## src/verilog/hcr_cfg.svh

```systemverilog
// Offsets, field positions, reset values and timing counts of the configuration register
`ifndef HCR_CFG_SVH
`define HCR_CFG_SVH

// ****************************************************************
// Register offsets (byte addresses)
// ****************************************************************
`define HCR_OFS_HWCFG       12'h010
`define HCR_OFS_IRQ_STATUS  12'h100
`define HCR_OFS_IRQ_ENABLE  12'h104
`define HCR_OFS_IRQ_CLEAR   12'h108
`define HCR_OFS_EXT_CTRL    12'h10C

// ****************************************************************
// Field positions in hardware_configuration
// ****************************************************************
`define HCR_BIT_IND_LO      20
`define HCR_BIT_IND_HI      23
`define HCR_BIT_DET_STS     15
`define HCR_BIT_DET_EN      14
`define HCR_BIT_DESC_SEL    13
`define HCR_BIT_PROTECT     12
`define HCR_BIT_ATT_BUF     10
`define HCR_BIT_ATT_EN      9
`define HCR_BIT_ATT_POL     8

// Writable mask; reserved bits 31:24, 19:16, 11 read as zero
`define HCR_RW_MASK         32'h00F0F700

// ****************************************************************
// Reset values
// ****************************************************************
`define HCR_RST_IND         4'h0
`define HCR_RST_ATT_POL     1'b0

// ****************************************************************
// Interrupt status bits
// ****************************************************************
`define HCR_IRQ_DETACH      0
`define HCR_IRQ_ATTACH      1
`define HCR_IRQ_W           2

// Debounce of wake inputs: 1 us at 10 MHz
`define HCR_WAKE_NS         1000
`define HCR_CLK_NS          100
`define HCR_WAKE_CYC        ((`HCR_WAKE_NS + `HCR_CLK_NS - 1) / `HCR_CLK_NS)

`endif

```

## src/verilog/hcr_pkg.sv

```systemverilog
// Types shared by the configuration register block
package hcr_pkg;
    typedef enum logic [1:0] {
        HCR_ATTACHED,
        HCR_DETACHED,
        HCR_REATTACH
    } hcr_link_e;

    typedef logic [31:0] hcr_word_t;
endpackage

```

## src/verilog/hcr_attach_pin.sv

```systemverilog
// Attach indicator pin driver: polarity and buffer type
`timescale 1ns/1ps
module hcr_attach_pin (
    // Clock and reset
    input  wire logic clk,
    input  wire logic rst,
    // Control
    input  wire logic active,
    input  wire logic push_pull,
    input  wire logic active_high,
    // Pin
    output logic      pin_o,
    output logic      pin_oe
);
    logic level;

    // ****************************************************************
    // Pin level from polarity
    // ****************************************************************
    assign level = active_high ? active : ~active;

    // Open drain only pulls low; the high level is left to the pull-up
    always_ff @(posedge clk) begin
        if (rst) begin
            pin_o  <= 1'b0;
            pin_oe <= 1'b0;
        end else begin
            pin_o  <= push_pull ? level : 1'b0;
            pin_oe <= push_pull ? 1'b1 : ~level;
        end
    end
endmodule

```

## src/verilog/hcr_sync.sv

```systemverilog
// Two-flop synchroniser for pin inputs, one per bit
`timescale 1ns/1ps
module hcr_sync #(
    parameter int WIDTH = 2
) (
    // Clock and reset
    input  wire logic             clk,
    input  wire logic             rst,
    // Data
    input  wire logic [WIDTH-1:0] d,
    output logic      [WIDTH-1:0] q
);
    logic [WIDTH-1:0] meta_r;

    initial begin
        if (WIDTH < 1) $error("hcr_sync: WIDTH must be at least 1");
    end

    // First stage is read only by the second
    always_ff @(posedge clk) begin
        if (rst) begin
            meta_r <= '0;
            q      <= '0;
        end else begin
            meta_r <= d;
            q      <= meta_r;
        end
    end
endmodule

```

## src/verilog/hcr_top.sv

```systemverilog
// Hardware configuration register with link detach control, APB slave
`timescale 1ns/1ps
`include "hcr_cfg.svh"
module hcr_top (
    // Clock and resets
    input  wire logic             clk,
    input  wire logic             rst,
    input  wire logic             usb_reset,
    input  wire logic             lite_software_reset,
    // APB slave
    input  wire logic             psel,
    input  wire logic             penable,
    input  wire logic             pwrite,
    input  wire logic [11:0]      paddr,
    input  wire logic [3:0]       pstrb,
    input  wire hcr_pkg::hcr_word_t pwdata,
    output hcr_pkg::hcr_word_t    prdata,
    output logic                  pready,
    output logic                  pslverr,
    // Configuration image and mode
    input  wire logic             eeprom_present,
    input  wire logic             otp_configured,
    input  wire logic             image_att_buf,
    input  wire logic             image_att_en,
    input  wire logic             inter_chip_mode,
    input  wire logic             attach_request,
    // Wake pins
    input  wire logic             phy_link_pin,
    input  wire logic             gpio_wake_pin,
    // Outputs to the device
    output logic [3:0]            indicator_enable,
    output logic                  usb_attached,
    output logic                  descriptor_from_ram,
    output logic                  attach_pin_o,
    output logic                  attach_pin_oe,
    output logic                  irq
);
    import hcr_pkg::*;

    localparam int WAKE_CYC = `HCR_WAKE_CYC;

    initial begin
        if (WAKE_CYC < 1) $error("hcr_top: wake debounce must be one cycle or more");
        if (WAKE_CYC > 15) $error("hcr_top: wake debounce exceeds the four-bit counter");
    end

    // ****************************************************************
    // Register state
    // ****************************************************************
    logic [3:0]            ind_en_r;
    logic                  det_sts_r;
    logic                  det_en_r;
    logic                  desc_sel_r;
    logic                  protect_r;
    logic                  att_buf_r;
    logic                  att_en_r;
    logic                  att_pol_r;
    logic [`HCR_IRQ_W-1:0] irq_sts_r;
    logic [`HCR_IRQ_W-1:0] irq_en_r;
    hcr_link_e             link_r;
    logic [3:0]            wake_cnt_r;
    logic [1:0]            pins_s;
    logic                  soft_rst;
    logic                  keep;
    logic                  wr;
    logic                  rd_ok;
    logic                  hit_cfg;
    logic                  wake;
    logic                  attach_event;
    logic                  detach_event;
    logic                  trying_attach;
    hcr_word_t             cfg_word;
    hcr_word_t             rdata_nxt;
    logic                  rd_cfg_setup;

    // ****************************************************************
    // APB decode
    // ****************************************************************
    assign wr      = psel && penable && pwrite;
    assign hit_cfg = (paddr == `HCR_OFS_HWCFG);
    assign pready  = 1'b1;
    assign rd_cfg_setup = psel && !penable && !pwrite && hit_cfg;

    always_comb begin
        rd_ok = 1'b1;
        case (paddr)
            `HCR_OFS_HWCFG, `HCR_OFS_IRQ_STATUS, `HCR_OFS_IRQ_ENABLE,
            `HCR_OFS_IRQ_CLEAR, `HCR_OFS_EXT_CTRL: rd_ok = 1'b1;
            default: rd_ok = 1'b0;
        endcase
    end
    assign pslverr = psel && penable && !rd_ok;

    // Non power-on resets; protection spares the flagged fields
    assign soft_rst = usb_reset || lite_software_reset;
    assign keep     = protect_r;

    // ****************************************************************
    // Indicator enables, descriptor select, protect, polarity
    // ****************************************************************
    always_ff @(posedge clk) begin
        if (rst) begin
            ind_en_r   <= `HCR_RST_IND;
            desc_sel_r <= 1'b0;
            protect_r  <= 1'b0;
            att_pol_r  <= `HCR_RST_ATT_POL;
        end else if (soft_rst && !keep) begin
            ind_en_r   <= `HCR_RST_IND;
            desc_sel_r <= 1'b0;
            protect_r  <= 1'b0;
            att_pol_r  <= `HCR_RST_ATT_POL;
        end else if (wr && hit_cfg) begin
            if (pstrb[2]) ind_en_r <= pwdata[`HCR_BIT_IND_HI:`HCR_BIT_IND_LO];
            if (pstrb[1]) begin
                desc_sel_r <= pwdata[`HCR_BIT_DESC_SEL];
                protect_r  <= pwdata[`HCR_BIT_PROTECT];
                att_pol_r  <= pwdata[`HCR_BIT_ATT_POL];
            end
        end
    end

    // ****************************************************************
    // Attach pin buffer and enable: image value on power-on reset and on soft reset without protect
    // ****************************************************************
    logic img_buf;
    logic img_en;
    assign img_buf = (eeprom_present || otp_configured) ? image_att_buf : 1'b0;
    assign img_en  = (eeprom_present || otp_configured) ? image_att_en : 1'b0;

    // Image is a live port, so it is loaded by the synchronous reset path only
    always_ff @(posedge clk) begin
        if (rst || (soft_rst && !keep)) begin
            att_buf_r <= img_buf;
            att_en_r  <= img_en;
        end else if (wr && hit_cfg && pstrb[1]) begin
            att_buf_r <= pwdata[`HCR_BIT_ATT_BUF];
            att_en_r  <= pwdata[`HCR_BIT_ATT_EN];
        end
    end

    // ****************************************************************
    // Link detach state machine
    // ****************************************************************
    hcr_sync #(
        .WIDTH (2)
    ) u_sync (
        .clk (clk),
        .rst (rst),
        .d   ({gpio_wake_pin, phy_link_pin}),
        .q   (pins_s)
    );

    // Wake must hold steady so a glitch cannot reattach the device
    always_ff @(posedge clk) begin
        if (rst || link_r != HCR_DETACHED || !(|pins_s)) begin
            wake_cnt_r <= 4'h0;
        end else if (wake_cnt_r != 4'(WAKE_CYC)) begin
            wake_cnt_r <= wake_cnt_r + 4'h1;
        end
    end
    assign wake = (link_r == HCR_DETACHED) && (wake_cnt_r == 4'(WAKE_CYC));

    assign detach_event = wr && hit_cfg && pstrb[1] && pwdata[`HCR_BIT_DET_EN]
                          && (link_r == HCR_ATTACHED);
    assign attach_event = (link_r == HCR_REATTACH);

    always_ff @(posedge clk) begin
        if (rst || usb_reset) begin
            link_r <= HCR_ATTACHED;
        end else begin
            case (link_r)
                HCR_ATTACHED: if (detach_event) link_r <= HCR_DETACHED;
                HCR_DETACHED: if (wake) link_r <= HCR_REATTACH;
                HCR_REATTACH: link_r <= HCR_ATTACHED;
                default:      link_r <= HCR_ATTACHED;
            endcase
        end
    end

    // Enable bit reads back one while detached, clears on reattach
    always_ff @(posedge clk) begin
        if (rst || usb_reset) begin
            det_en_r <= 1'b0;
        end else if (detach_event) begin
            det_en_r <= 1'b1;
        end else if (attach_event) begin
            det_en_r <= 1'b0;
        end
    end

    // Set wins over a write-one clear in the same cycle
    always_ff @(posedge clk) begin
        if (rst) begin
            det_sts_r <= 1'b0;
        end else if (attach_event) begin
            det_sts_r <= 1'b1;
        end else if (wr && hit_cfg && pstrb[1] && pwdata[`HCR_BIT_DET_STS]) begin
            det_sts_r <= 1'b0;
        end
    end

    // ****************************************************************
    // Interrupts
    // ****************************************************************
    logic [`HCR_IRQ_W-1:0] irq_set;
    logic [`HCR_IRQ_W-1:0] irq_clr;
    assign irq_set = {attach_event, detach_event};
    assign irq_clr = (wr && paddr == `HCR_OFS_IRQ_CLEAR) ? pwdata[`HCR_IRQ_W-1:0] : '0;

    always_ff @(posedge clk) begin
        if (rst) begin
            irq_sts_r <= '0;
        end else begin
            irq_sts_r <= irq_set | (irq_sts_r & ~irq_clr);
        end
    end

    always_ff @(posedge clk) begin
        if (rst) begin
            irq_en_r <= '0;
        end else if (wr && paddr == `HCR_OFS_IRQ_ENABLE && pstrb[0]) begin
            irq_en_r <= pwdata[`HCR_IRQ_W-1:0];
        end
    end
    assign irq = |(irq_sts_r & irq_en_r);

    // ****************************************************************
    // Outputs to the device
    // ****************************************************************
    assign indicator_enable    = ind_en_r;
    assign usb_attached        = (link_r == HCR_ATTACHED);
    assign descriptor_from_ram = desc_sel_r && !eeprom_present && !otp_configured;
    assign trying_attach       = attach_request || attach_event;

    logic pin_active;
    logic pin_high;
    assign pin_active = inter_chip_mode && att_en_r && trying_attach;
    assign pin_high   = inter_chip_mode ? att_pol_r : 1'b1;

    hcr_attach_pin u_pin (
        .clk         (clk),
        .rst         (rst),
        .active      (pin_active),
        .push_pull   (att_buf_r),
        .active_high (pin_high),
        .pin_o       (attach_pin_o),
        .pin_oe      (attach_pin_oe)
    );

    // ****************************************************************
    // Read data
    // ****************************************************************
    always_comb begin
        cfg_word = '0;
        cfg_word[`HCR_BIT_IND_HI:`HCR_BIT_IND_LO] = ind_en_r;
        cfg_word[`HCR_BIT_DET_STS]  = det_sts_r;
        cfg_word[`HCR_BIT_DET_EN]   = det_en_r;
        cfg_word[`HCR_BIT_DESC_SEL] = desc_sel_r;
        cfg_word[`HCR_BIT_PROTECT]  = protect_r;
        cfg_word[`HCR_BIT_ATT_BUF]  = att_buf_r;
        cfg_word[`HCR_BIT_ATT_EN]   = att_en_r;
        cfg_word[`HCR_BIT_ATT_POL]  = att_pol_r;
        rdata_nxt = '0;
        case (paddr)
            `HCR_OFS_HWCFG:      rdata_nxt = cfg_word & `HCR_RW_MASK | 32'h00008000 & cfg_word;
            `HCR_OFS_IRQ_STATUS: rdata_nxt = {30'h0, irq_sts_r};
            `HCR_OFS_IRQ_ENABLE: rdata_nxt = {30'h0, irq_en_r};
            `HCR_OFS_EXT_CTRL:   rdata_nxt = {29'h0, inter_chip_mode, otp_configured,
                                              eeprom_present};
            default:             rdata_nxt = '0;
        endcase
    end

    // Registered read data; setup cycle loads it for the access phase
    always_ff @(posedge clk) begin
        if (rst) begin
            prdata <= '0;
        end else if (psel && !penable && !pwrite) begin
            prdata <= rdata_nxt;
        end
    end
endmodule
```

## config.mk

```make
export PLATFORM = sky130hd
export DESIGN_NAME = hcr_top
export DESIGN_NICKNAME = d
export VERILOG_FILES = /design/src/verilog/hcr_pkg.sv /design/src/verilog/hcr_attach_pin.sv /design/src/verilog/hcr_sync.sv /design/src/verilog/hcr_top.sv
export VERILOG_INCLUDE_DIRS = /design/src /design/src/verilog
export SDC_FILE = /design/constraint.sdc
export NUM_CORES = 1
export LEC_CHECK = 0
export BUFFER_PORTS_ARGS = -buffer_cell sky130_fd_sc_hd__buf_2
export CAP_MARGIN = 0
export CORE_MARGIN = 2
export CORE_UTILIZATION = 35
export CTS_CLUSTER_SIZE = 25
export DETAILED_ROUTE_END_ITERATION = 16
export PLACE_DENSITY = 0.65
export SYNTH_ARGS = -nofsm -noshare
export SYNTH_HDL_FRONTEND = slang
export SYNTH_SLANG_ARGS = --single-unit
```

## constraint.sdc

```tcl
create_clock -name clk -period 2.65 [get_ports clk]
set_input_delay 0.265 -clock clk [delete_from_list [all_inputs] [get_ports clk]]
set_output_delay 0.265 -clock clk [all_outputs]
set_load 0.005 [all_outputs]
```

==> impl_metrics.py <==
metrics = {
    "detailed_routing": {
        "routed_wire_length_per_instance_um": 11.9,
        "first_pass_iters": 4,
        "antenna_violating_nets_post_route": 0,
        "dr_vias": 1649,
        "wirelength_um": 4160,
        "drcViolationCount": 0,
        "routed_via_density": 4.74,
        "initialDrtViolationCount": 31,
    },
    "sta": {
        "finClkSkew_ns": 0.00711,
        "fmax_mhz": 509,
        "timing_hold_violations_final": 0,
        "timing_max_transition_violations_final": 0,
        "worst_slew_margin_rel": 0.490,
        "timing.final.crit_share": 0.741,
        "timing.final.ws_setup_ns": 0.687,
        "unrepaired_setup_endpoints_after_global_routing": "false",
        "actual_transition_at_the_worst_max_transition_pin_ns": 0.763,
        "final-setup-viol-count": 0,
        "setup_tns_ns": 0,
        "min_period_ns": 1.96,
    },
    "critical_path": {
        "crit_fanout": 10,
        "critical_path.endpoint_type": "flip-flop",
        "r2r.worst_path.cells": 2,
        "startpoint_type": "input port",
        "crit_reg_reg_startpoint": "keep$_SDFFE_PN0N_",
        "cp_top_family": "simple AND/OR/NAND/NOR gates",
        "crit_buf_inv": 1,
        "crit-reg2reg-capture": "att_en_r$_DFFE_PP_",
        "r2r_setup_slack_ns": 1.16,
        "critical_path.max_stage_delay_ns": 0.70,
        "critical_path_rt_ns": 2.64,
        "critical_path_launch_point": "paddr[1]",
        "worst_path_max_delay_cell": "sky130_fd_sc_hd__or4_1",
        "worst_ep_arrival_time_ns": 1.95,
        "setup.worst_path.class": "in2reg",
        "critical_path_cell_sequence": "buf_2 -> or4_1 -> or4_4 -> o21bai_1",
    },
    "cts": {
        "postCtsSetupRepairBufs": 0,
        "clk_root_buffer_cell": "sky130_fd_sc_hd__clkbuf_8",
        "cts_hold_buf": 0,
        "tritoncts": "built",
        "tritoncts_num_sinks": 41,
        "post_cts_resize_count": 0,
        "clockBufferDepth": 2,
        "cts_inserted_buffers": 5,
        "path_clk_slew_ns": 0.08,
        "worst_skew_pair.late_latency_ns": 0.29,
        "htreeDepth": 2,
    },
    "power_and_ir_drop": {
        "power.combinational.fraction": 0.076,
        "p_int_uw": 878,
        "sw_frac_of_total": 0.234,
        "post-layout-total-power_uw": 1150,
        "share_clk_of_total_power": 0.372,
        "switching_power_uw": 268,
        "power-per-cell-area_nw_per_um2": 491,
        "leakage_power_uw": 0.00101,
        "power_frac_seq": 0.552,
        "ir_drop_mv": 0.233,
    },
    "placement": {
        "finalWeightedCongestion": 0.714,
        "preCtsSetupSlack_ns": 0.383,
        "hpwlAfterDp_um": 3180,
        "portBuffers": 66,
    },
    "final_layout": {
        "regArea_um2": 841,
        "drive_above_1_share": 0.312,
        "num_antenna_cells": 0,
        "fillCellCount": 550,
        "finalNetCount": 340,
        "footprint_of_the_multi_input_gates_um2": 930,
        "area_delta_synth_final_pct": 19.9,
    },
    "die": {
        "chipHeight_um": 78.5,
        "placement_rows": 27,
        "die_area_um2": 6170,
        "initial_utilization": 0.357,
        "io_pins": 106,
        "die_w_um": 78.5,
        "core_area_um2": 5440,
    },
    "yosys": {
        "synth.top_cells.by_area": "sky130_fd_sc_hd__dfxtp_1 40%, sky130_fd_sc_hd__buf_4 7.3%, sky130_fd_sc_hd__a22oi_1 5.4%",
        "synth-seq-cells": 41,
        "synth_top_flop_cell": "sky130_fd_sc_hd__dfxtp_1",
        "synth_sequential_area_ratio": 0.432,
        "yosysTopAreaCell": "sky130_fd_sc_hd__dfxtp_1",
        "netlist.area_leader.share": 0.402,
        "syn-instance-count": 213,
        "yosys_warnings": 0,
        "async_reset_ff_frac": 0,
        "cell_with_the_most_instances_after_synthesis": "sky130_fd_sc_hd__dfxtp_1",
        "ys_types": 44,
        "postSynthAreaPerCell_um2": 9.13,
        "synth_common_cells": "39 x sky130_fd_sc_hd__dfxtp_1, 22 x sky130_fd_sc_hd__nor2_1, 19 x sky130_fd_sc_hd__buf_4, 14 x sky130_fd_sc_hd__a22oi_1, 14 x sky130_fd_sc_hd__o21ai_0",
        "netlist_area_um2": 1940,
        "synth_edf_count": 2,
    },
    "grt": {
        "antenna_found_initial": 0,
        "maximum_number_of_pins_on_one_net_before_global_route_repair": 30,
        "global_route.usage.met2": 0.236,
        "number_of_global_route_vias_before_repair": 1432,
        "first_pass_grt_wire_length_um": 6430,
        "global_route_met3_utilization": 0.0345,
        "grt-busiest-layer": "met2",
        "gr-total-overflow": 0,
        "global_route.usage.total": 0.133,
        "global_route.usage.met1": 0.157,
    },
    "min_path": {
        "hold_start": "phy_link_pin",
        "timing.hold.worst.class": "in2reg",
        "worst_hold_path.num_cells": 2,
        "worst_hold_path.endpoint": "u_sync.meta_r[0]$_SDFF_PP0_",
    },
    "job": {
        "cap_violations": 0,
    },
    "run_status": {
        "outcome": "completed",
    },
}
-- worst max path at each step --
| stage | endpoint | cells after the start |
|---|---|---|
| finish | att_en_r$_DFFE_PP_ | 4 |
| CTS | att_en_r$_DFFE_PP_ | 4 |
| floorplan | att_buf_r$_DFFE_PP_ | 5 |
| global route | att_en_r$_DFFE_PP_ | 4 |
| global placement | att_buf_r$_DFFE_PP_ | 4 |
| detailed placement | att_buf_r$_DFFE_PP_ | 4 |
-- routing by layer --
metal | vias to the layer above | wire [um]
met5 | - | 0
met4 | 0 | 44
met3 | 8 | 205
met2 | 35 | 2100
met1 | 760 | 1810
li1 | 846 | -
-- logic make-up (layout without fill, tap and decap cells) --
kind of cell,after synthesis,after routing,synth area share
muxes,2,2,0.0103
other,2,19,0.00386
DFF,41,41,0.432
and+or+nand+nor,71,71,0.219
adders and majority gates,2,2,0.0129
buffers and inverters,37,83,0.125
AOI/OAI and AO/OA,54,54,0.178
xor gates and xnor gates,4,4,0.0180
-- power by group through the flow --
stage | Sequential, uW | Combinational (uW) | Clock (uW)
2_1_floorplan | 646 | 64.7 | 0
3_3_place_gp | 646 | 86.9 | 0
3_5_place_dp | 646 | 87.7 | 0
4_1_cts | 632 | 87.9 | 432
5_1_grt | 633 | 98.4 | 463
6_report | 632 | 87.4 | 426
-- layout make-up --
class,count,area share
Clock inverter,2,0.00590
Multi-Input combinational cell,152,0.399
Tap cell,72,0.0386
Inverter,6,0.00966
Timing Repair Buffer,69,0.151
Sequential cell,41,0.361
Clock buffer,6,0.0354
-- state kept, by name, indices dropped and copies added, names as in the netlist, 2 cells and up --
register	flops
prdata	14
indicator_enable	4
irq_en_r	2
wake_cnt_r	4
u_sync.meta_r	2
link_r	2
u_sync.q	2
irq_sts_r	2
-- stage by stage --
| step | instances | hold WS (ns) | utilization | instance area (um2) |
|---|---|---|---|---|
| finish | 348 | 0.181 | 0.429 | 2330 |
| global route | 348 | 0.183 | 0.429 | 2330 |
| CTS | 348 | 0.174 | 0.429 | 2330 |
| detailed placement | 340 | 0.424 | 0.411 | 2240 |
| global placement | 340 | 0.419 | 0.411 | 2240 |
| floorplan | 230 | 0.343 | - | 2010 |
-- layout by cell type (no fill, tap or decap), types with 2 or more instances in the layout --
master / synthesis / routed
sky130_fd_sc_hd__edfxtp_1: 2 / 2
sky130_fd_sc_hd__xor2_1: 3 / 3
sky130_fd_sc_hd__o21bai_1: 2 / 2
sky130_fd_sc_hd__ha_1: 2 / 2
sky130_fd_sc_hd__buf_2: 1 / 66
sky130_fd_sc_hd__or4_4: 2 / 2
sky130_fd_sc_hd__conb_1: 2 / 19
sky130_fd_sc_hd__nand2b_1: 3 / 3
sky130_fd_sc_hd__a21boi_0: 2 / 2
sky130_fd_sc_hd__a21oi_1: 12 / 12
sky130_fd_sc_hd__a22oi_1: 14 / 14
sky130_fd_sc_hd__buf_4: 19 / 3
sky130_fd_sc_hd__a31oi_1: 2 / 2
sky130_fd_sc_hd__nor2_1: 22 / 22
sky130_fd_sc_hd__nor4_1: 7 / 6
sky130_fd_sc_hd__inv_1: 6 / 6
sky130_fd_sc_hd__nand2_1: 6 / 6
sky130_fd_sc_hd__nor4_4: 2 / 2
sky130_fd_sc_hd__nor2b_1: 6 / 6
sky130_fd_sc_hd__a211oi_1: 2 / 2
sky130_fd_sc_hd__o21ai_0: 14 / 14
sky130_fd_sc_hd__clkbuf_8: 1 / 6
sky130_fd_sc_hd__mux2i_1: 2 / 2
sky130_fd_sc_hd__dfxtp_1: 39 / 39
sky130_fd_sc_hd__nand3_1: 12 / 12
sky130_fd_sc_hd__o211ai_1: 2 / 2
sky130_fd_sc_hd__and3_1: 2 / 2
-- worst reg2reg max path, cell delays in order, from the launching register on --
cell and delay [ns]:
sky130_fd_sc_hd__dfxtp_1 0.32, sky130_fd_sc_hd__o21bai_1 0.62, sky130_fd_sc_hd__o21bai_1 0.25
Power figures use the tool's default switching activity.
